File: src/rtl/gpirq_pkg.sv
// Purpose: shared constants for the pin event type and misc control registers
// Assumes: byte addresses in configuration space, 32-bit data words
// Notes: offsets, status field positions, reset values and widths live here; control bit indices sit in the top module
`default_nettype none

package gpirq_pkg;

    // configuration space layout
    localparam int unsigned GPIRQ_ADDR_W = 8;
    localparam int unsigned GPIRQ_DATA_W = 32;
    localparam logic [7:0] GPIRQ_OFS_EVENT_TYPE = 8'h48;
    localparam logic [7:0] GPIRQ_OFS_MISC = 8'h4C;

    // event type register fields
    localparam int unsigned GPIRQ_EVT_W = 8;
    localparam int unsigned GPIRQ_EVT_PIN2_BIT = 2;
    localparam int unsigned GPIRQ_EVT_PIN3_BIT = 3;
    localparam logic [7:0] GPIRQ_EVT_RESET = 8'h00;

    // misc control register fields
    localparam int unsigned GPIRQ_MISC_W = 16;
    localparam int unsigned GPIRQ_MISC_PRESENT_BIT = 15;
    localparam int unsigned GPIRQ_MISC_ERROR_BIT = 14;
    localparam int unsigned GPIRQ_MISC_BUSY_BIT = 13;
    localparam int unsigned GPIRQ_MISC_SWITCH_BIT = 8;
    localparam int unsigned GPIRQ_MISC_CTRL_W = 6;
    localparam logic [15:0] GPIRQ_MISC_RESET = 16'h000F;

    // interrupt event register positions of the two pin flags
    localparam int unsigned GPIRQ_FLAG_PIN2_BIT = 27;
    localparam int unsigned GPIRQ_FLAG_PIN3_BIT = 28;

    // number of event-capable pins and synchroniser depth
    localparam int unsigned GPIRQ_NPINS = 2;
    localparam int unsigned GPIRQ_SYNC_STAGES = 2;

endpackage

`default_nettype wire

File: src/rtl/gpirq_evt_if.sv
// Purpose: carrier between the register core and the pin event detector
// Assumes: one clock domain, index 0 is pin 2 and index 1 is pin 3
// Notes: the core drives configuration and levels, the detector the flags
`timescale 1ns/100ps
`default_nettype none

interface gpirq_evt_if #(
    parameter int unsigned NPINS = 2
);
    logic [NPINS-1:0] event_type;
    logic [NPINS-1:0] event_input_sel;
    logic [NPINS-1:0] pin_level;
    logic [NPINS-1:0] flag_set;

    modport core (
        output event_type,
        output event_input_sel,
        output pin_level,
        input flag_set
    );

    modport detector (
        input event_type,
        input event_input_sel,
        input pin_level,
        output flag_set
    );
endinterface

`default_nettype wire

File: src/rtl/gpirq_sync.sv
// Purpose: multi-bit level synchroniser for asynchronous pin inputs
// Assumes: each bit is an independent level, no word coherence needed
// Notes: only the last stage may be read by downstream logic
`timescale 1ns/100ps
`default_nettype none

module gpirq_sync
    import gpirq_pkg::*;
#(
    parameter int unsigned WIDTH = 3,
    parameter logic [WIDTH-1:0] RESET_VAL = '0
) (
    // clock, reset, enable
    input wire logic sys_clk,
    input wire logic rst_b,
    input wire logic clk_en,
    // raw and synchronised levels
    input wire logic [WIDTH-1:0] async_in,
    output logic [WIDTH-1:0] sync_out
);

    logic [WIDTH-1:0] stage1;

    // first stage feeds the second stage only, to contain metastability
    always_ff @(posedge sys_clk) begin
        if (!rst_b) begin
            stage1 <= RESET_VAL;
            sync_out <= RESET_VAL;
        end else if (clk_en) begin
            stage1 <= async_in;
            sync_out <= stage1;
        end
    end

endmodule

`default_nettype wire

File: src/rtl/gpirq_event.sv
// Purpose: per-pin low-level or change-of-state event detection
// Assumes: pin levels arrive already synchronised to sys_clk
// Notes: flag_set is a registered one-cycle pulse per qualifying sample
`timescale 1ns/100ps
`default_nettype none

module gpirq_event
    import gpirq_pkg::*;
#(
    parameter int unsigned NPINS = 2
) (
    // clock, reset, enable
    input wire logic sys_clk,
    input wire logic rst_b,
    input wire logic clk_en,
    // configuration, levels and flags
    gpirq_evt_if.detector evt
);

    logic [NPINS-1:0] prev_level;
    logic primed;
    wire [NPINS-1:0] hit_vec;

    // primed blocks a false change right after reset, when prev still holds its reset zero
    always_ff @(posedge sys_clk) begin
        if (!rst_b) begin
            prev_level <= '0;
            primed <= 1'b0;
        end else if (clk_en) begin
            prev_level <= evt.pin_level;
            primed <= 1'b1;
        end
    end

    genvar gi;
    generate
        for (gi = 0; gi < NPINS; gi++) begin : g_pin
            wire level_low;
            wire changed;
            // level mode repeats every cycle the pin stays low
            assign level_low = ~evt.pin_level[gi];
            assign changed = primed & (evt.pin_level[gi] ^ prev_level[gi]);
            assign hit_vec[gi] = evt.event_input_sel[gi] &
                (evt.event_type[gi] ? changed : level_low);
        end
    endgenerate

    // one flop bank keeps every flag bit under a single driver
    always_ff @(posedge sys_clk) begin
        if (!rst_b) begin
            evt.flag_set <= '0;
        end else if (clk_en) begin
            evt.flag_set <= hit_vec;
        end
    end

endmodule

`default_nettype wire

File: src/rtl/gpirq_top.sv
// Purpose: pin event type and miscellaneous control registers of the bridge
// Assumes: configuration cycles arrive as single-cycle strobes on sys_clk
// Notes: present, busy and switch bits are live, error is sticky; control and event type bits hold written state
//
// Summary of operation
// - type 0: pin 3 low sets bit 28
// - type 1: pin 3 change sets bit 28
// - pin 2 type selects level or change
// - event type reserved bits read zero
// - bit 15 shows eeprom detected, read-only
// - bit 14 eeprom error, write one clears
// - bit 13 shows eeprom busy, read-only
// - bit 8 returns handle switch level
// - bit 5 enables the auxiliary bus
// - bit 4 selects power management layout
// - bit 3 enables hot insertion support
// - bit 2 locks cold wake support bit
// - bit 1 enables posted writes
// - bit 0 protects subsystem id registers
// - misc reserved bits read zero
// - bus enable turns pins 5,4 into strobes
// - flags only when pin selected as event
`timescale 1ns/100ps
`default_nettype none

module gpirq_top
    import gpirq_pkg::*;
(
    // clock, reset, enable
    input wire logic sys_clk,
    input wire logic rst_b,
    input wire logic clk_en,
    // configuration access
    input wire logic [GPIRQ_ADDR_W-1:0] cfg_addr,
    input wire logic cfg_wr,
    input wire logic cfg_rd,
    input wire logic [3:0] cfg_byte_en,
    input wire logic [GPIRQ_DATA_W-1:0] cfg_wdata,
    output logic [GPIRQ_DATA_W-1:0] cfg_rdata,
    output logic cfg_ack,
    // pins from outside the clock domain
    input wire logic gpio2_pin,
    input wire logic gpio3_pin,
    input wire logic handle_switch_input,
    // pin select register, same clock
    input wire logic pin2_is_event_input,
    input wire logic pin3_is_event_input,
    // serial eeprom loader status, same clock
    input wire logic eeprom_present,
    input wire logic eeprom_busy,
    input wire logic eeprom_error_event,
    // interrupt event register set pulses
    output logic pin2_event_flag,
    output logic pin3_event_flag,
    // configuration outputs to the rest of the bridge
    output logic aux_bus_enable,
    output logic aux_bus_read_strobe,
    output logic aux_bus_write_strobe,
    output logic pm_v11_layout_select,
    output logic hot_insert_enable,
    output logic cold_wake_lock,
    output logic posted_write_control,
    output logic subsys_id_write_protect
);

    // index of each control bit inside the misc register
    localparam int unsigned CTRL_SUBSYS = 0;
    localparam int unsigned CTRL_POSTED = 1;
    localparam int unsigned CTRL_COLD = 2;
    localparam int unsigned CTRL_HOTINS = 3;
    localparam int unsigned CTRL_PM11 = 4;
    localparam int unsigned CTRL_AUXBUS = 5;

    // ------------------------------------------------------------------
    // registered state
    logic [GPIRQ_NPINS-1:0] event_type;
    logic [GPIRQ_MISC_CTRL_W-1:0] misc_ctrl;
    logic eeprom_error;
    logic [GPIRQ_NPINS-1:0] pin_sync;
    logic handle_switch_sync;
    logic [2:0] sync_bus;

    // next values
    logic [GPIRQ_NPINS-1:0] next_event_type;
    logic [GPIRQ_MISC_CTRL_W-1:0] next_misc_ctrl;
    logic next_eeprom_error;
    logic [GPIRQ_DATA_W-1:0] next_rdata;

    // ------------------------------------------------------------------
    // pin synchronisers: gpio2, gpio3 and the handle switch share one bank
    gpirq_sync #(
        .WIDTH(3),
        .RESET_VAL(3'h0)
    ) u_sync (
        .sys_clk(sys_clk),
        .rst_b(rst_b),
        .clk_en(clk_en),
        .async_in({handle_switch_input, gpio3_pin, gpio2_pin}),
        .sync_out(sync_bus)
    );

    assign pin_sync = sync_bus[1:0];
    assign handle_switch_sync = sync_bus[2];

    // ------------------------------------------------------------------
    // event detector for pins 2 and 3
    gpirq_evt_if #(.NPINS(GPIRQ_NPINS)) evt_bus ();

    assign evt_bus.event_type = event_type;
    assign evt_bus.event_input_sel = {pin3_is_event_input, pin2_is_event_input};
    assign evt_bus.pin_level = pin_sync;

    gpirq_event #(
        .NPINS(GPIRQ_NPINS)
    ) u_event (
        .sys_clk(sys_clk),
        .rst_b(rst_b),
        .clk_en(clk_en),
        .evt(evt_bus.detector)
    );

    // flags leave the detector flops without further logic
    assign pin2_event_flag = evt_bus.flag_set[0];
    assign pin3_event_flag = evt_bus.flag_set[1];

    // ------------------------------------------------------------------
    // address decode and byte lane qualification
    wire hit_event_type;
    wire hit_misc;
    wire wr_event_lane0;
    wire wr_misc_lane0;
    wire wr_misc_lane1;
    wire rd_any;

    assign hit_event_type = (cfg_addr == GPIRQ_OFS_EVENT_TYPE);
    assign hit_misc = (cfg_addr == GPIRQ_OFS_MISC);
    assign wr_event_lane0 = cfg_wr & hit_event_type & cfg_byte_en[0];
    assign wr_misc_lane0 = cfg_wr & hit_misc & cfg_byte_en[0];
    assign wr_misc_lane1 = cfg_wr & hit_misc & cfg_byte_en[1];
    assign rd_any = cfg_rd | cfg_wr;

    // ------------------------------------------------------------------
    // event type register: only bits 3 and 2 hold state
    wire [1:0] wdata_event_type;

    assign wdata_event_type = {cfg_wdata[GPIRQ_EVT_PIN3_BIT], cfg_wdata[GPIRQ_EVT_PIN2_BIT]};

    always_comb begin
        next_event_type = event_type;
        if (wr_event_lane0) begin
            next_event_type = wdata_event_type;
        end
    end

    // ------------------------------------------------------------------
    // misc control bits 5..0 live in byte lane 0
    always_comb begin
        next_misc_ctrl = misc_ctrl;
        if (wr_misc_lane0) begin
            next_misc_ctrl = cfg_wdata[GPIRQ_MISC_CTRL_W-1:0];
        end
    end

    // ------------------------------------------------------------------
    // eeprom error: a new error in the clearing cycle wins, so none is lost
    wire error_clear;

    assign error_clear = wr_misc_lane1 & cfg_wdata[GPIRQ_MISC_ERROR_BIT];

    always_comb begin
        next_eeprom_error = eeprom_error;
        if (error_clear) begin
            next_eeprom_error = 1'b0;
        end
        if (eeprom_error_event) begin
            next_eeprom_error = 1'b1;
        end
    end

    // ------------------------------------------------------------------
    // read views: reserved positions are hard zeros
    wire [GPIRQ_EVT_W-1:0] event_type_view;
    wire [GPIRQ_MISC_W-1:0] misc_view;

    assign event_type_view = {4'h0, event_type, 2'h0};
    assign misc_view = {
        eeprom_present,
        eeprom_error,
        eeprom_busy,
        4'h0,
        handle_switch_sync,
        2'h0,
        misc_ctrl
    };

    // unmapped addresses return zero; a write also returns the old contents
    always_comb begin
        next_rdata = '0;
        if (hit_event_type) begin
            next_rdata = {24'h000000, event_type_view};
        end else if (hit_misc) begin
            next_rdata = {16'h0000, misc_view};
        end
    end

    // ------------------------------------------------------------------
    // event type bits, frozen while clk_en is low
    always_ff @(posedge sys_clk) begin
        if (!rst_b) begin
            event_type <= GPIRQ_EVT_RESET[GPIRQ_EVT_PIN3_BIT:GPIRQ_EVT_PIN2_BIT];
        end else if (clk_en) begin
            event_type <= next_event_type;
        end
    end

    // writable misc control bits
    always_ff @(posedge sys_clk) begin
        if (!rst_b) begin
            misc_ctrl <= GPIRQ_MISC_RESET[GPIRQ_MISC_CTRL_W-1:0];
        end else if (clk_en) begin
            misc_ctrl <= next_misc_ctrl;
        end
    end

    // sticky eeprom error status
    always_ff @(posedge sys_clk) begin
        if (!rst_b) begin
            eeprom_error <= GPIRQ_MISC_RESET[GPIRQ_MISC_ERROR_BIT];
        end else if (clk_en) begin
            eeprom_error <= next_eeprom_error;
        end
    end

    // ------------------------------------------------------------------
    // read answer, one cycle after the strobe; zero outside the ack cycle
    always_ff @(posedge sys_clk) begin
        if (!rst_b) begin
            cfg_rdata <= '0;
        end else if (clk_en) begin
            cfg_rdata <= rd_any ? next_rdata : '0;
        end
    end

    // every taken strobe is answered, writes included
    always_ff @(posedge sys_clk) begin
        if (!rst_b) begin
            cfg_ack <= 1'b0;
        end else if (clk_en) begin
            cfg_ack <= rd_any;
        end
    end

    // ------------------------------------------------------------------
    // control bit values as they will stand after this edge;
    // the output copies load these so they never lag the register
    wire next_aux_enable;
    wire next_pm11;
    wire next_hotins;
    wire next_cold;
    wire next_posted;
    wire next_subsys;

    assign next_aux_enable = next_misc_ctrl[CTRL_AUXBUS];
    assign next_pm11 = next_misc_ctrl[CTRL_PM11];
    assign next_hotins = next_misc_ctrl[CTRL_HOTINS];
    assign next_cold = next_misc_ctrl[CTRL_COLD];
    assign next_posted = next_misc_ctrl[CTRL_POSTED];
    assign next_subsys = next_misc_ctrl[CTRL_SUBSYS];

    // auxiliary bus enable
    always_ff @(posedge sys_clk) begin
        if (!rst_b) begin
            aux_bus_enable <= GPIRQ_MISC_RESET[CTRL_AUXBUS];
        end else if (clk_en) begin
            aux_bus_enable <= next_aux_enable;
        end
    end

    // pin 5 turns into the read strobe with the bus;
    // clearing the enable hands the pin back to plain data
    always_ff @(posedge sys_clk) begin
        if (!rst_b) begin
            aux_bus_read_strobe <= GPIRQ_MISC_RESET[CTRL_AUXBUS];
        end else if (clk_en) begin
            aux_bus_read_strobe <= next_aux_enable;
        end
    end

    // pin 4 turns into the write strobe with the bus
    always_ff @(posedge sys_clk) begin
        if (!rst_b) begin
            aux_bus_write_strobe <= GPIRQ_MISC_RESET[CTRL_AUXBUS];
        end else if (clk_en) begin
            aux_bus_write_strobe <= next_aux_enable;
        end
    end

    // power management layout select
    always_ff @(posedge sys_clk) begin
        if (!rst_b) begin
            pm_v11_layout_select <= GPIRQ_MISC_RESET[CTRL_PM11];
        end else if (clk_en) begin
            pm_v11_layout_select <= next_pm11;
        end
    end

    // hot insertion support
    always_ff @(posedge sys_clk) begin
        if (!rst_b) begin
            hot_insert_enable <= GPIRQ_MISC_RESET[CTRL_HOTINS];
        end else if (clk_en) begin
            hot_insert_enable <= next_hotins;
        end
    end

    // cold wake support lock
    always_ff @(posedge sys_clk) begin
        if (!rst_b) begin
            cold_wake_lock <= GPIRQ_MISC_RESET[CTRL_COLD];
        end else if (clk_en) begin
            cold_wake_lock <= next_cold;
        end
    end

    // posted write control
    always_ff @(posedge sys_clk) begin
        if (!rst_b) begin
            posted_write_control <= GPIRQ_MISC_RESET[CTRL_POSTED];
        end else if (clk_en) begin
            posted_write_control <= next_posted;
        end
    end

    // subsystem id write protection
    always_ff @(posedge sys_clk) begin
        if (!rst_b) begin
            subsys_id_write_protect <= GPIRQ_MISC_RESET[CTRL_SUBSYS];
        end else if (clk_en) begin
            subsys_id_write_protect <= next_subsys;
        end
    end

endmodule

`default_nettype wire

File: config.mk
export PLATFORM = sky130hd
export DESIGN_NAME = gpirq_top
export DESIGN_NICKNAME = d
export VERILOG_FILES = /design/src/rtl/gpirq_pkg.sv /design/src/rtl/gpirq_evt_if.sv /design/src/rtl/gpirq_sync.sv /design/src/rtl/gpirq_event.sv /design/src/rtl/gpirq_top.sv
export SDC_FILE = /design/constraint.sdc
export NUM_CORES = 1
export LEC_CHECK = 0
export ABC_AREA = 0
export ABC_CLOCK_PERIOD_IN_PS = 1600
export BUFFER_PORTS_ARGS = -buffer_cell sky130_fd_sc_hd__buf_2
export CAP_MARGIN = 20
export CORE_ASPECT_RATIO = 1.25
export CORE_MARGIN = 2
export CORE_UTILIZATION = 33
export DETAILED_ROUTE_END_ITERATION = 16
export PLACE_DENSITY_LB_ADDON = 0.25
export SKIP_LAST_GASP = 1
export SYNTH_ARGS = -nofsm -noshare
export SYNTH_HDL_FRONTEND = slang
export SYNTH_SLANG_ARGS = --single-unit
File: constraint.sdc
create_clock -name sys_clk -period 1.6 [get_ports sys_clk]
set_input_delay 0.08 -clock sys_clk [delete_from_list [all_inputs] [get_ports sys_clk]]
set_output_delay 0.08 -clock sys_clk [all_outputs]
set_load 0.005 [all_outputs]
-- Yosys cells after proc, flatten, opt, wreduce, memory -nomap -nowiden
Cells that the tools add are included.
- input port bits: 57
- word-level logic and storage cells: 44
- output and inout bits: 43
- register bits after elaboration: 59
- reduce and logical (&&, ||, !) cells: 3
- muxes and demuxes: 8
- bitwise gates (word level): 15
- eq/ne operators: 2
- operator list (operator ; number):
    16-bit 2-to-1 mux ; 2
    32-bit 2-to-1 mux ; 1
    8-bit by 7-bit == test with 1-bit output, second input constant ; 2
    1-bit bitwise AND ; 10
    6-bit 2-to-1 mux ; 1
    1-bit 2-to-1 mux ; 4
    2-bit AND reduction ; 2
    1-bit inverter ; 2
    2-bit nonzero test ; 1
    1-bit bitwise XOR ; 2
    1-bit bitwise OR ; 1

-- Logic depth before layout (Yosys ltp)
Gate-level depths: netlist of the first run.
- depth in word-level cells: 6
- gate-level depth with buffers: 5
- depth with buffers taken out: 3

-- By module
A second synthesis of the first run with hierarchy kept.
- cell total of the unflattened synthesis: 149
- area, all modules: 1492.7 um^2
- by module, submodules not included (module ; cells an instance ; area each (um^2) ; instances ; seq. area each (um^2)):
    gpirq_top ; 107 ; 1031.0 ; 1 ; 400.4
    gpirq_event ; 23 ; 232.7 ; 1 ; 100.1
    gpirq_sync ; 19 ; 229.0 ; 1 ; 120.1

-- Worst setup path before layout of the first run
OpenSTA, ideal clock, no wires.
- path type: input to register
- start point: input cfg_addr[0]
- end point: register misc_ctrl[0]
- buffers on the path: 1
- arrival time: 1.053 ns
- required time: 1.468 ns
- stages: 4
- library setup time: 0.132 ns
- path slack: 0.415 ns
- path through: or4b_1 buf_2 nor4_1 o21ai_1
- longest elaborated chain between the ends: 4
- ends and longest elaborated chain (element ; RTL line ; RTL):
    start: declaration ; gpirq_top.sv:34 ; input wire logic [GPIRQ_ADDR_W-1:0] cfg_addr,
    8-bit by 7-bit == test with 1-bit output ; gpirq_top.sv:136 ; assign hit_misc = (cfg_addr == GPIRQ_OFS_MISC);
    1-bit bitwise AND (2 in series) ; gpirq_top.sv:138 ; assign wr_misc_lane0 = cfg_wr & hit_misc & cfg_byte_en[0];
    6-bit 2-to-1 mux ; gpirq_top.sv:159 ; if (wr_misc_lane0) begin
    end signal: assignment ; gpirq_top.sv:219 ; misc_ctrl <= GPIRQ_MISC_RESET[GPIRQ_MISC_CTRL_W-1:0];
    end signal: assignment ; gpirq_top.sv:221 ; misc_ctrl <= next_misc_ctrl;
    end: declaration ; gpirq_top.sv:77 ; logic [GPIRQ_MISC_CTRL_W-1:0] misc_ctrl;
No other way between the ends.
A chain may end at the register's enable or synchronous reset.

-- Worst setup path in the final report of the first run
- start point: input cfg_addr[0]
- end point: register misc_ctrl[3]
Same word-level chain as after synthesis.

==> flow_summary.html, run 1 <==
<table>
<tr><th>Metric</th><th>Value</th></tr>
<tr><th colspan="2">GRT</th></tr>
<tr><td>Tot GR Track Use</td><td>14.44%</td></tr>
<tr><td>Pin count of the biggest net entering global routing</td><td>18</td></tr>
<tr><td>Number of global-route vias before repair</td><td>1199</td></tr>
<tr><td>Wire length of the first global-routing pass</td><td>5602 um</td></tr>
<tr><td>Leftover overflow at the end of global routing</td><td>0</td></tr>
<tr><td>Antenna violations before repair</td><td>0</td></tr>
<tr><th colspan="2">Timing</th></tr>
<tr><td>Setup TNS after final layout</td><td>0 ns</td></tr>
<tr><td>Final critical path time including I/O delays and setup</td><td>1.103 ns</td></tr>
<tr><td>RSZ-0062 raised after global routing</td><td>false</td></tr>
<tr><td>Final Hold Viols</td><td>0</td></tr>
<tr><td>Setup-violating endpoint count in the final report</td><td>0</td></tr>
<tr><td>Final worst-path setup slack</td><td>0.4975 ns</td></tr>
<tr><td>Top achievable clock speed</td><td>907.0 MHz</td></tr>
<tr><td>Final clock period utilization by the worst path</td><td>68.91%</td></tr>
<tr><td>Maximum clock skew at final layout</td><td>0.002180 ns</td></tr>
<tr><td>Number of max-slew violations in the final report</td><td>0</td></tr>
<tr><th colspan="2">Logic synthesis</th></tr>
<tr><td>Synthesized flop and latch total</td><td>31</td></tr>
<tr><td>Number of warnings issued by yosys</td><td>0</td></tr>
<tr><td>Number of library cell types mapped by synthesis</td><td>31</td></tr>
<tr><td>Adder-Cell Fraction of Synth Area</td><td>0%</td></tr>
<tr><td>Synthesized cell area</td><td>1500 sq um</td></tr>
<tr><td>Largest family of logic cells by synthesized area</td><td>simple AND/OR/NAND/NOR gates</td></tr>
<tr><td>Basic-gate share of the synthesized area counting and, or, nand and nor cells</td><td>22.10%</td></tr>
<tr><td>Post-synthesis compound-gate area fraction</td><td>12.43%</td></tr>
<tr><td>Number of standard cells after synthesis</td><td>168</td></tr>
<tr><td>Average cell area after synthesis</td><td>8.930 sq um</td></tr>
<tr><td>Post-synthesis sequential area ratio</td><td>41.37%</td></tr>
<tr><td>Mux cell area share after synthesis</td><td>8.173%</td></tr>
<tr><td>Synth Area in XOR/XNOR</td><td>0%</td></tr>
<tr><th colspan="2">Clock network</th></tr>
<tr><td>Max H-tree Level</td><td>2</td></tr>
<tr><td>Quantity of gates resized following cts</td><td>0</td></tr>
<tr><td>Clock Latency Late Sink</td><td>0.28 ns</td></tr>
<tr><td>Setup bufs post-CTS</td><td>0</td></tr>
<tr><td>Root buffer selected by CTS</td><td>clkbuf_8</td></tr>
<tr><td>Clock slew at the register clock pins of the worst setup and hold paths</td><td>0.06 ns</td></tr>
<tr><td>Clock buffers created by TritonCTS</td><td>5</td></tr>
<tr><td>Number of hold buffers added after cts</td><td>0</td></tr>
<tr><td>Clk buf depth</td><td>2</td></tr>
<tr><td>CTS tree</td><td>done</td></tr>
<tr><td>Sink Count</td><td>31</td></tr>
<tr><th colspan="2">Worst setup path</th></tr>
<tr><td>Endpoint class of the critical path</td><td>register</td></tr>
<tr><td>Maximum fanout count along the critical path</td><td>6</td></tr>
<tr><td>Arrival time worst endpoint</td><td>1.26 ns</td></tr>
<tr><td>Required time of the critical path</td><td>1.76 ns</td></tr>
<tr><td>Category of the worst setup path launch point</td><td>primary input</td></tr>
<tr><td>Critical Setup Path Class</td><td>in -&gt; reg</td></tr>
<tr><th colspan="2">Place</th></tr>
<tr><td>Count of buffers from port buffering</td><td>50</td></tr>
<tr><td>Final estimated routing congestion in global placement</td><td>0.7749</td></tr>
<tr><td>Minimum setup slack after placement</td><td>0.1901 ns</td></tr>
<tr><td>Final HPWL from detailed placement</td><td>2538 um</td></tr>
<tr><th colspan="2">Finish</th></tr>
<tr><td>Number of antenna repair diodes</td><td>0</td></tr>
<tr><td>Final #Nets</td><td>272</td></tr>
<tr><td>Share of layout cells above drive strength 1</td><td>30.09%</td></tr>
<tr><td>Area added between synthesis and finish</td><td>20.27%</td></tr>
<tr><th colspan="2">Job</th></tr>
<tr><td>Max-capacitance violation count</td><td>0</td></tr>
<tr><th colspan="2">Routing</th></tr>
<tr><td>Remaining antenna violation count after routing</td><td>0</td></tr>
<tr><td>DRT Pass-1 Iters</td><td>4</td></tr>
<tr><td>DRC violation count after routing</td><td>0</td></tr>
<tr><td>Routed wire length per instance</td><td>12.66 um</td></tr>
<tr><td>Ratio of routed vias to standard cells</td><td>4.675</td></tr>
<tr><td>Detailed router's first-iteration violation count</td><td>45</td></tr>
<tr><td>Vias</td><td>1281</td></tr>
<tr><td>Final Routed Wirelength</td><td>3470 um</td></tr>
<tr><th colspan="2">Min path</th></tr>
<tr><td>Path type of the worst min-delay path</td><td>in -&gt; reg</td></tr>
<tr><th colspan="2">Floorplanning</th></tr>
<tr><td>Die outline area</td><td>5105 sq um</td></tr>
<tr><td>Chip Height</td><td>79.39 um</td></tr>
<tr><td>Horizontal die dimension</td><td>64.31 um</td></tr>
<tr><td>Top-level port count</td><td>100</td></tr>
<tr><td>Initial standard-cell utilization of the core</td><td>34.16%</td></tr>
<tr><td>Site Rows</td><td>27</td></tr>
<tr><td>Area of the core</td><td>4392 sq um</td></tr>
<tr><th colspan="2">Power</th></tr>
<tr><td>Pleak</td><td>0.8082 nW</td></tr>
<tr><td>Largest voltage drop on the vdd net</td><td>0.4626 mV</td></tr>
<tr><td>Power per unit of standard cell area</td><td>900.7 nW/um^2</td></tr>
<tr><th colspan="2">Status</th></tr>
<tr><td>Result of the run</td><td>finished clean</td></tr>
</table>
## worst max-delay path: stages
cell and delay (ns):
buf_2 0.12, or4b_1 0.65, nor4_1 0.31, o21ai_1 0.10
## metal layers
metal / up-vias / share of wire [%] / track usage (%)
li1: 653 / - / -
met1: 567 / 44 / 17.05
met2: 56 / 45 / 22.71
met3: 5 / 9.1 / 6.206
met4: 0 / 1.7 / 6.383
met5: - / 0 / 0
## worst paths after layout
check                           depth (start not counted)           startpoint                       to  slack (ns)
worst max register to register                          3        event_type[0]  u_event.evt.flag_set[0]        0.65
worst min-delay path                                    3  handle_switch_input         u_sync.stage1[2]        0.03
worst max-delay path                                    4          cfg_addr[0]             misc_ctrl[3]        0.50
worst min register to register                          2         cfg_rdata[0]             cfg_rdata[0]        0.46
## final cells by class
| class | count | area (sq um) |
|---|---|---|
| Clock buffer | 8 | 100.1 |
| Fill cell | 475 | 2587 |
| Inverter | 2 | 7.507 |
| Multi-Input combinational cell | 121 | 723.2 |
| Sequential cell | 31 | 620.6 |
| Tap cell | 58 | 72.57 |
| Timing Repair Buffer | 54 | 280.3 |
## cells by family after synthesis
group,after synthesis
flip-flops,31
buffers and inverters,37
AND/OR/NAND/NOR,56
other,1
AO/OA/AOI/OAI,31
multiplexers,12
## metrics by stage
| stage | hold WS, ns | utilization (%) | cell area (sq um) | power (mW) | std cells |
|---|---|---|---|---|---|
| floorplan | 0.2221 | - | 1579 | 0.9384 | 189 |
| CTS | 0.01824 | 41.08 | 1804 | 1.653 | 274 |
| finish | 0.03038 | 41.08 | 1804 | 1.625 | 274 |
| detailed placement | 0.3207 | 38.80 | 1704 | 0.9670 | 266 |
| global placement | 0.3156 | 38.80 | 1704 | 0.9663 | 266 |
| global route | 0.03340 | 41.08 | 1804 | 1.712 | 274 |
## state kept, by name (all words and copies together) (netlist names)
name	cells
u_event.prev_level	2
u_event.evt.flag_set	2
u_sync.stage1	3
event_type	2
cfg_rdata	10
eeprom_error	1
u_sync.sync_out	3
cfg_ack	1
u_event.primed	1
misc_ctrl	6
## where the power goes
part           total (mW)  switching [mW]  internal (mW)
clock network       0.675           0.283          0.392
logic               0.151          0.0884         0.0625
registers           0.799          0.0102          0.789
total                1.63           0.382           1.24
## cell usage in the layout (no fill, tap or decap), types with 7 or more instances in the layout
cell type  instances
mux2i_1           10
nand4_1           13
nand2_1           14
conb_1            22
buf_2             50
dfxtp_1           31
nor2_1            11
a21oi_1           13
clkbuf_8           7
## cells in the mapped netlist
master	count	area share (%)
a31o_2	1	0.58
o31ai_1	2	1.0
nand3_1	1	0.33
o21ai_1	4	1.3
a32o_1	2	1.3
and4bb_1	1	0.83
nand4b_1	2	1.2
o21a_1	1	0.50
nor3b_1	1	0.50
and4b_1	1	0.67
nand2_1	14	3.5
inv_1	2	0.50
clkbuf_1	6	1.5
or4b_1	1	0.67
dfxtp_1	31	41
mux2i_1	10	6.7
and3_1	4	1.7
a21oi_1	13	4.3
o21ai_0	2	0.67
a21boi_0	2	1.0
nor4b_4	1	1.6
nor4_1	4	1.7
conb_1	1	0.25
a31oi_1	4	1.7
nand4_1	13	5.4
and4_1	1	0.58
nor2_1	11	2.8
buf_4	24	12
mux2_2	2	1.5
nand4bb_1	1	0.75
buf_2	5	1.7
(Power assumes the default switching activity.)
==> inputs of run 2 (changes only) <==
ABC_CLOCK_PERIOD_IN_PS = 1000   (was 1600)
clock period = 1 ns   (was 1.6 ns; I/O delays follow)
==> run 2 against run 1 <==
Effect of this change: worst setup slack worse by 0.48 ns; register-to-register slack worse by 0.59 ns; critical path depth unchanged; global-route usage is 0.62 points higher; die area unchanged; sequential cell count stayed put; wire length increased by 4.7%; critical endpoint is now misc_ctrl[2]; clock skew grew 0.00051 ns; critical path type unchanged.
==> flow_summary.html, run 2 (synthesis gave the netlist of run 1 again) <==
<table>
<tr><th>Metric</th><th>Value</th></tr>
<tr><th colspan="2">Clock network</th></tr>
<tr><td>Clock buffers created by TritonCTS</td><td>5 (unchanged)</td></tr>
<tr><td>Setup bufs post-CTS</td><td>0 (unchanged)</td></tr>
<tr><td>Clk buf depth</td><td>2 (unchanged)</td></tr>
<tr><td>Clock Latency Late Sink</td><td>0.28 ns (about the same)</td></tr>
<tr><td>Max H-tree Level</td><td>2 (unchanged)</td></tr>
<tr><td>Clock slew at the register clock pins of the worst setup and hold paths</td><td>0.07 ns (was 0.06 ns)</td></tr>
<tr><td>CTS tree</td><td>done (unchanged)</td></tr>
<tr><td>Root buffer selected by CTS</td><td>clkbuf_8 (unchanged)</td></tr>
<tr><td>Sink Count</td><td>31 (unchanged)</td></tr>
<tr><th colspan="2">Place</th></tr>
<tr><td>Final estimated routing congestion in global placement</td><td>0.7451 (was 0.7749)</td></tr>
<tr><td>Final HPWL from detailed placement</td><td>2668 um (was 2538 um)</td></tr>
<tr><td>Count of buffers from port buffering</td><td>50 (unchanged)</td></tr>
<tr><td>Count of placed standard cells including taps</td><td>274 (was 266)</td></tr>
<tr><td>Minimum setup slack after placement</td><td>-0.2702 ns (was 0.1901 ns)</td></tr>
<tr><th colspan="2">GRT</th></tr>
<tr><td>Pin count of the biggest net entering global routing</td><td>17 (was 18)</td></tr>
<tr><td>Wire length of the first global-routing pass</td><td>6023 um (was 5602 um)</td></tr>
<tr><td>Leftover overflow at the end of global routing</td><td>0 (unchanged)</td></tr>
<tr><td>Tot GR Track Use</td><td>15.07% (was 14.44%)</td></tr>
<tr><td>Number of global-route vias before repair</td><td>1278 (was 1199)</td></tr>
<tr><td>Antenna violations before repair</td><td>0 (unchanged)</td></tr>
<tr><th colspan="2">Timing</th></tr>
<tr><td>Setup TNS after final layout</td><td>0 ns (unchanged)</td></tr>
<tr><td>Setup-violating endpoint count in the final report</td><td>0 (unchanged)</td></tr>
<tr><td>Final Hold Viols</td><td>0 (unchanged)</td></tr>
<tr><td>Number of max-slew violations in the final report</td><td>0 (unchanged)</td></tr>
<tr><td>Maximum clock skew at final layout</td><td>0.002689 ns (was 0.002180 ns)</td></tr>
<tr><td>RSZ-0062 raised after global routing</td><td>true (was false)</td></tr>
<tr><td>Final clock period utilization by the worst path</td><td>98.03%</td></tr>
<tr><td>Final hold slack</td><td>0.009561 ns (was 0.03038 ns)</td></tr>
<tr><td>Top achievable clock speed</td><td>1020 MHz</td></tr>
<tr><td>Final critical path time including I/O delays and setup</td><td>0.9803 ns</td></tr>
<tr><td>Final worst-path setup slack</td><td>0.01968 ns (was 0.4975 ns)</td></tr>
<tr><th colspan="2">Finish</th></tr>
<tr><td>Area added between synthesis and finish</td><td>31.86% (was 20.27%)</td></tr>
<tr><td>Share of layout cells above drive strength 1</td><td>35.84% (was 30.09%)</td></tr>
<tr><td>Commonest cells after routing, fill and taps aside</td><td>buf_2, dfxtp_1, conb_1 (unchanged)</td></tr>
<tr><td>Number of antenna repair diodes</td><td>0 (unchanged)</td></tr>
<tr><td>Most frequent standard cell in the layout excluding fill and tap cells</td><td>buf_2 (unchanged)</td></tr>
<tr><td>Filler cell count in the final layout</td><td>456 (was 475)</td></tr>
<tr><td>Largest register FFs</td><td>10 (unchanged)</td></tr>
<tr><td>Final Non-Filler Cells</td><td>284 (was 274)</td></tr>
<tr><td>Registers with the most flip-flops</td><td>cfg_rdata x10, misc_ctrl x6 (unchanged)</td></tr>
<tr><td>Final #Nets</td><td>282 (was 272)</td></tr>
<tr><td>Top register by number of flip-flops</td><td>cfg_rdata (unchanged)</td></tr>
<tr><th colspan="2">Floorplanning</th></tr>
<tr><td>Area of the core</td><td>4392 sq um (unchanged)</td></tr>
<tr><td>Site Rows</td><td>27 (unchanged)</td></tr>
<tr><td>Initial standard-cell utilization of the core</td><td>34.16% (unchanged)</td></tr>
<tr><td>Chip Height</td><td>79.39 um (unchanged)</td></tr>
<tr><td>Horizontal die dimension</td><td>64.31 um (unchanged)</td></tr>
<tr><td>Die outline area</td><td>5105 sq um (unchanged)</td></tr>
<tr><td>Top-level port count</td><td>100 (unchanged)</td></tr>
<tr><th colspan="2">Routing</th></tr>
<tr><td>Detailed router's first-iteration violation count</td><td>71 (was 45)</td></tr>
<tr><td>Routed wire length per instance</td><td>12.80 um (was 12.66 um)</td></tr>
<tr><td>Remaining antenna violation count after routing</td><td>0 (unchanged)</td></tr>
<tr><td>Ratio of routed vias to standard cells</td><td>4.764 (was 4.675)</td></tr>
<tr><td>Final Routed Wirelength</td><td>3634 um (was 3470 um)</td></tr>
<tr><td>DRC violation count after routing</td><td>0 (unchanged)</td></tr>
<tr><td>Vias</td><td>1353 (was 1281)</td></tr>
<tr><td>DRT Pass-1 Iters</td><td>4 (unchanged)</td></tr>
<tr><th colspan="2">Min path</th></tr>
<tr><td>Path type of the worst min-delay path</td><td>in -&gt; reg (unchanged)</td></tr>
<tr><th colspan="2">Power</th></tr>
<tr><td>Total design power</td><td>2.867 mW (was 1.625 mW)</td></tr>
<tr><td>Pleak</td><td>0.8926 nW (was 0.8082 nW)</td></tr>
<tr><td>Power per unit of standard cell area</td><td>1449 nW/um^2 (was 900.7 nW/um^2)</td></tr>
<tr><td>Largest voltage drop on the vdd net</td><td>0.6578 mV (was 0.4626 mV)</td></tr>
<tr><th colspan="2">Worst setup path</th></tr>
<tr><td>Arrival time worst endpoint</td><td>1.14 ns (was 1.26 ns)</td></tr>
<tr><td>Required time of the critical path</td><td>1.16 ns (was 1.76 ns)</td></tr>
<tr><td>Endpoint class of the critical path</td><td>register (unchanged)</td></tr>
<tr><td>Critical Setup Path Class</td><td>in -&gt; reg (unchanged)</td></tr>
<tr><td>Maximum fanout count along the critical path</td><td>6 (unchanged)</td></tr>
<tr><td>Category of the worst setup path launch point</td><td>primary input (unchanged)</td></tr>
<tr><th colspan="2">Job</th></tr>
<tr><td>Max-capacitance violation count</td><td>0 (unchanged)</td></tr>
<tr><th colspan="2">Status</th></tr>
<tr><td>Result of the run</td><td>finished clean (unchanged)</td></tr>
</table>
==> run 2: layer usage <==
metal | part of all wire, % | GRT usage [%]
met1 | 46 | 19.77
met2 | 47 | 24.79
met3 | 5.5 | 3.244
met4 | 1.3 | 4.468
met5 | 0 | 0
==> run 2: critical path, cell delays in order <==
cell     delay (ns)
buf_6          0.10
or4b_4         0.62
nor4_4         0.29
o21ai_1        0.08
==> run 2: where the power goes <==
| part | internal [mW] | switching [mW] |
|---|---|---|
| Clock | 0.806 | 0.488 |
| Combinational | 0.137 | 0.157 |
| Sequential | 1.26 | 0.0175 |
| Total | 2.20 | 0.662 |
==> run 2: path summary, 6_finish.rpt <==
check	depth (start not counted)	endpoint	slack, ns	from
worst min register to register	2	cfg_rdata[15]	0.46	cfg_rdata[15]
worst max register to register	3	u_event.evt.flag_set[1]	0.06	event_type[1]
worst min-delay path	3	u_sync.stage1[2]	0.01	handle_switch_input
worst max-delay path	4	misc_ctrl[2]	0.02	cfg_addr[4]
==> run 2: cell type report <==
class | count | area, sq um | area share, %
clock buffer | 6 | 82.58 | 4.175
clock inverter | 2 | 35.03 | 1.771
tap | 58 | 72.57 | 3.669
multi-input combinational | 121 | 773.2 | 39.09
inverter | 2 | 7.507 | 0.3795
sequential | 31 | 621.8 | 31.44
timing repair buffer | 64 | 385.4 | 19.48
==> run 2: metrics by stage <==
step                      util (%)  instance area [sq um]
final                        45.04                   1978
after global routing         45.04                   1978
after CTS                    43.68                   1918
after detailed placement     40.54                   1780
after global placement       40.54                   1780
after floorplan                  -                   1593
==> run 2: timing repair <==
action                                  in CTS  in global routing
gates resized for setup                      0                 14
endpoints found under the hold margin        2                  0
endpoints found under the setup margin       0                  6
hold buffers                                 2                  0
==> inputs of run 3 (changes only) <==
ABC_CLOCK_PERIOD_IN_PS = 1100   (was 1000)
clock period = 1.1 ns   (was 1 ns; I/O delays follow)
==> run 3 against run 2 <==
Effect of this change: sequential share of layout area increased by 1.8 points; global-route usage decreased by 0.21 points; via count decreased by 1.5%; non-clock buffer count decreased by 2; critical path type is now reg -> reg; largest power group is now registers.
==> flow_summary.html, run 3 (synthesis gave the netlist of run 1 again) <==
<table>
<tr><th>Metric</th><th>Value</th></tr>
<tr><th colspan="2">Status</th></tr>
<tr><td>Result of the run</td><td>finished clean (unchanged)</td></tr>
<tr><th colspan="2">Clock network</th></tr>
<tr><td>Quantity of gates resized following cts</td><td>0 (unchanged)</td></tr>
<tr><td>CTS tree</td><td>done (unchanged)</td></tr>
<tr><td>Max H-tree Level</td><td>2 (unchanged)</td></tr>
<tr><td>Clk buf depth</td><td>2 (unchanged)</td></tr>
<tr><td>Sink Count</td><td>31 (unchanged)</td></tr>
<tr><td>Clock slew at the register clock pins of the worst setup and hold paths</td><td>0.06 ns (was 0.07 ns)</td></tr>
<tr><td>Root buffer selected by CTS</td><td>clkbuf_8 (unchanged)</td></tr>
<tr><td>Clock buffers created by TritonCTS</td><td>5 (unchanged)</td></tr>
<tr><td>Clock Latency Late Sink</td><td>0.28 ns (about the same)</td></tr>
<tr><td>Setup bufs post-CTS</td><td>0 (unchanged)</td></tr>
<tr><td>Number of hold buffers added after cts</td><td>0 (was 2)</td></tr>
<tr><th colspan="2">Worst setup path</th></tr>
<tr><td>Endpoint class of the critical path</td><td>register (unchanged)</td></tr>
<tr><td>Maximum fanout count along the critical path</td><td>4 (was 6)</td></tr>
<tr><td>Required time of the critical path</td><td>1.28 ns (was 1.16 ns)</td></tr>
<tr><td>FF-to-FF path depth</td><td>3 (unchanged)</td></tr>
<tr><td>Arrival time worst endpoint</td><td>1.15 ns (was 1.14 ns)</td></tr>
<tr><td>Delay contributed by the slowest stage of the critical path</td><td>0.38 ns (was 0.62 ns)</td></tr>
<tr><td>Slowest cell on the critical path</td><td>dfxtp_1 (was or4b_4)</td></tr>
<tr><td>Cells traversed along the worst timing path</td><td>a21boi_0 -&gt; o21ai_0 -&gt; a32o_1 (was buf_6 -&gt; or4b_4 -&gt; nor4_4 -&gt; o21ai_1)</td></tr>
<tr><td>Category of the worst setup path launch point</td><td>register (was primary input)</td></tr>
<tr><td>Buffers &amp; Inverters on Critical Path</td><td>0 (was 1)</td></tr>
<tr><td>Worst path depth</td><td>3 (was 4)</td></tr>
<tr><td>Cell class contributing the biggest share of worst-path delay</td><td>compound AO/OA/AOI/OAI gates (was simple AND/OR/NAND/NOR gates)</td></tr>
<tr><td>Critical Setup Path Class</td><td>reg -&gt; reg (was in -&gt; reg)</td></tr>
<tr><th colspan="2">Timing</th></tr>
<tr><td>Final clock period utilization by the worst path</td><td>88.36%</td></tr>
<tr><td>Setup-violating endpoint count in the final report</td><td>0 (unchanged)</td></tr>
<tr><td>Number of max-slew violations in the final report</td><td>0 (unchanged)</td></tr>
<tr><td>RSZ-0062 raised after global routing</td><td>false (was true)</td></tr>
<tr><td>Top achievable clock speed</td><td>1029 MHz</td></tr>
<tr><td>Final critical path time including I/O delays and setup</td><td>0.9719 ns</td></tr>
<tr><td>Maximum clock skew at final layout</td><td>0.001935 ns (was 0.002689 ns)</td></tr>
<tr><td>Final Hold Viols</td><td>0 (unchanged)</td></tr>
<tr><th colspan="2">Floorplanning</th></tr>
<tr><td>Chip Height</td><td>79.39 um (unchanged)</td></tr>
<tr><td>Initial standard-cell utilization of the core</td><td>34.16% (unchanged)</td></tr>
<tr><td>Area of the core</td><td>4392 sq um (unchanged)</td></tr>
<tr><td>Site Rows</td><td>27 (unchanged)</td></tr>
<tr><td>Die outline area</td><td>5105 sq um (unchanged)</td></tr>
<tr><td>Horizontal die dimension</td><td>64.31 um (unchanged)</td></tr>
<tr><td>Top-level port count</td><td>100 (unchanged)</td></tr>
<tr><th colspan="2">Power</th></tr>
<tr><td>Largest voltage drop on the vdd net</td><td>0.6230 mV (was 0.6578 mV)</td></tr>
<tr><td>Total design power</td><td>2.317 mW (was 2.867 mW)</td></tr>
<tr><td>Power per unit of standard cell area</td><td>1240 nW/um^2 (was 1449 nW/um^2)</td></tr>
<tr><td>Pleak</td><td>0.8477 nW (was 0.8926 nW)</td></tr>
<tr><th colspan="2">Routing</th></tr>
<tr><td>Vias</td><td>1333 (was 1353)</td></tr>
<tr><td>Detailed router's first-iteration violation count</td><td>53 (was 71)</td></tr>
<tr><td>DRC violation count after routing</td><td>0 (unchanged)</td></tr>
<tr><td>Routed wire length per instance</td><td>12.84 um (was 12.80 um)</td></tr>
<tr><td>DRT Pass-1 Iters</td><td>7 (was 4)</td></tr>
<tr><td>Remaining antenna violation count after routing</td><td>0 (unchanged)</td></tr>
<tr><td>Ratio of routed vias to standard cells</td><td>4.744 (was 4.764)</td></tr>
<tr><td>Final Routed Wirelength</td><td>3609 um (was 3634 um)</td></tr>
<tr><th colspan="2">Place</th></tr>
<tr><td>Count of buffers from port buffering</td><td>50 (unchanged)</td></tr>
<tr><td>Final estimated routing congestion in global placement</td><td>0.7278 (was 0.7451)</td></tr>
<tr><td>Final HPWL from detailed placement</td><td>2631 um (was 2668 um)</td></tr>
<tr><td>Count of placed standard cells including taps</td><td>274 (unchanged)</td></tr>
<tr><th colspan="2">GRT</th></tr>
<tr><td>Number of global-route vias before repair</td><td>1285 (was 1278)</td></tr>
<tr><td>Antenna violations before repair</td><td>0 (unchanged)</td></tr>
<tr><td>Pin count of the biggest net entering global routing</td><td>16 (was 17)</td></tr>
<tr><td>Tot GR Track Use</td><td>14.86% (was 15.07%)</td></tr>
<tr><td>Wire length of the first global-routing pass</td><td>5844 um (was 6023 um)</td></tr>
<tr><td>Leftover overflow at the end of global routing</td><td>0 (unchanged)</td></tr>
<tr><th colspan="2">Finish</th></tr>
<tr><td>Final Non-Filler Cells</td><td>281 (was 284)</td></tr>
<tr><td>Largest register FFs</td><td>10 (unchanged)</td></tr>
<tr><td>Commonest cells after routing, fill and taps aside</td><td>buf_2, dfxtp_1, conb_1 (unchanged)</td></tr>
<tr><td>Area added between synthesis and finish</td><td>24.52% (was 31.86%)</td></tr>
<tr><td>Most frequent standard cell in the layout excluding fill and tap cells</td><td>buf_2 (unchanged)</td></tr>
<tr><td>Filler cell count in the final layout</td><td>466 (was 456)</td></tr>
<tr><td>Final #Nets</td><td>280 (was 282)</td></tr>
<tr><td>Share of layout cells above drive strength 1</td><td>33.18% (was 35.84%)</td></tr>
<tr><td>Top register by number of flip-flops</td><td>cfg_rdata (unchanged)</td></tr>
<tr><td>Registers with the most flip-flops</td><td>cfg_rdata x10, misc_ctrl x6 (unchanged)</td></tr>
<tr><td>Number of antenna repair diodes</td><td>0 (unchanged)</td></tr>
<tr><th colspan="2">Min path</th></tr>
<tr><td>Hold Path Cell Cnt</td><td>3 (unchanged)</td></tr>
<tr><td>Path type of the worst min-delay path</td><td>in -&gt; reg (unchanged)</td></tr>
<tr><th colspan="2">Job</th></tr>
<tr><td>Max-capacitance violation count</td><td>0 (unchanged)</td></tr>
</table>
[run 3: tightest hold or removal path: cells and delay by family]
family	cells	cell delay, ns
buffers and inverters	1	0.07
muxes	1	0.05
and+or+nand+nor	1	0.07
[run 3: stage by stage]
step / area, sq um / utilization, % / hold WS [ns] / worst slack, ns / TNS [ns]
after floorplan: 1579 / - / 0.1971 / -0.06047 / -0.2975
after global placement: 1777 / 40.46 / 0.2885 / -0.2245 / -2.753
after detailed placement: 1777 / 40.46 / 0.3021 / -0.2576 / -2.925
after CTS: 1864 / 42.45 / 0.005422 / 0.04710 / 0
after global routing: 1868 / 42.54 / 0.02266 / 0.001377 / 0
final: 1868 / 42.54 / 0.005462 / 0.1281 / 0
[run 3: path summary, 6_finish.rpt]
kind                        from                      end  slack (ns)
max                event_type[0]  u_event.evt.flag_set[0]        0.13
min reg2reg         cfg_rdata[4]             cfg_rdata[4]        0.46
min          handle_switch_input         u_sync.stage1[2]       0.005
max reg2reg        event_type[0]  u_event.evt.flag_set[0]        0.13
[run 3: cell type report]
class / instances / area, sq um / share of cell area [%]
Multi-Input combinational cell: 121 / 726.9 / 38.91
Tap cell: 58 / 72.57 / 3.885
Sequential cell: 31 / 620.6 / 33.22
Clock inverter: 1 / 5.005 / 0.2679
Inverter: 2 / 7.507 / 0.4019
Timing Repair Buffer: 62 / 352.8 / 18.89
Clock buffer: 6 / 82.58 / 4.421
[run 3: power breakdown]
part	total [mW]	switching (mW)	internal, mW
Sequential	1.16	0.0158	1.15
Combinational	0.244	0.133	0.111
Clock	0.910	0.420	0.490
Total	2.32	0.569	1.75
[run 3: metal layers]
layer / vias up / global-route usage, % / part of all wire (%)
met1: 595 / 17.66 / 45
met2: 62 / 24.27 / 45
met5: - / 0 / 0
met4: 0 / 5.745 / 1.6
li1: 669 / - / -
met3: 7 / 5.501 / 8.6
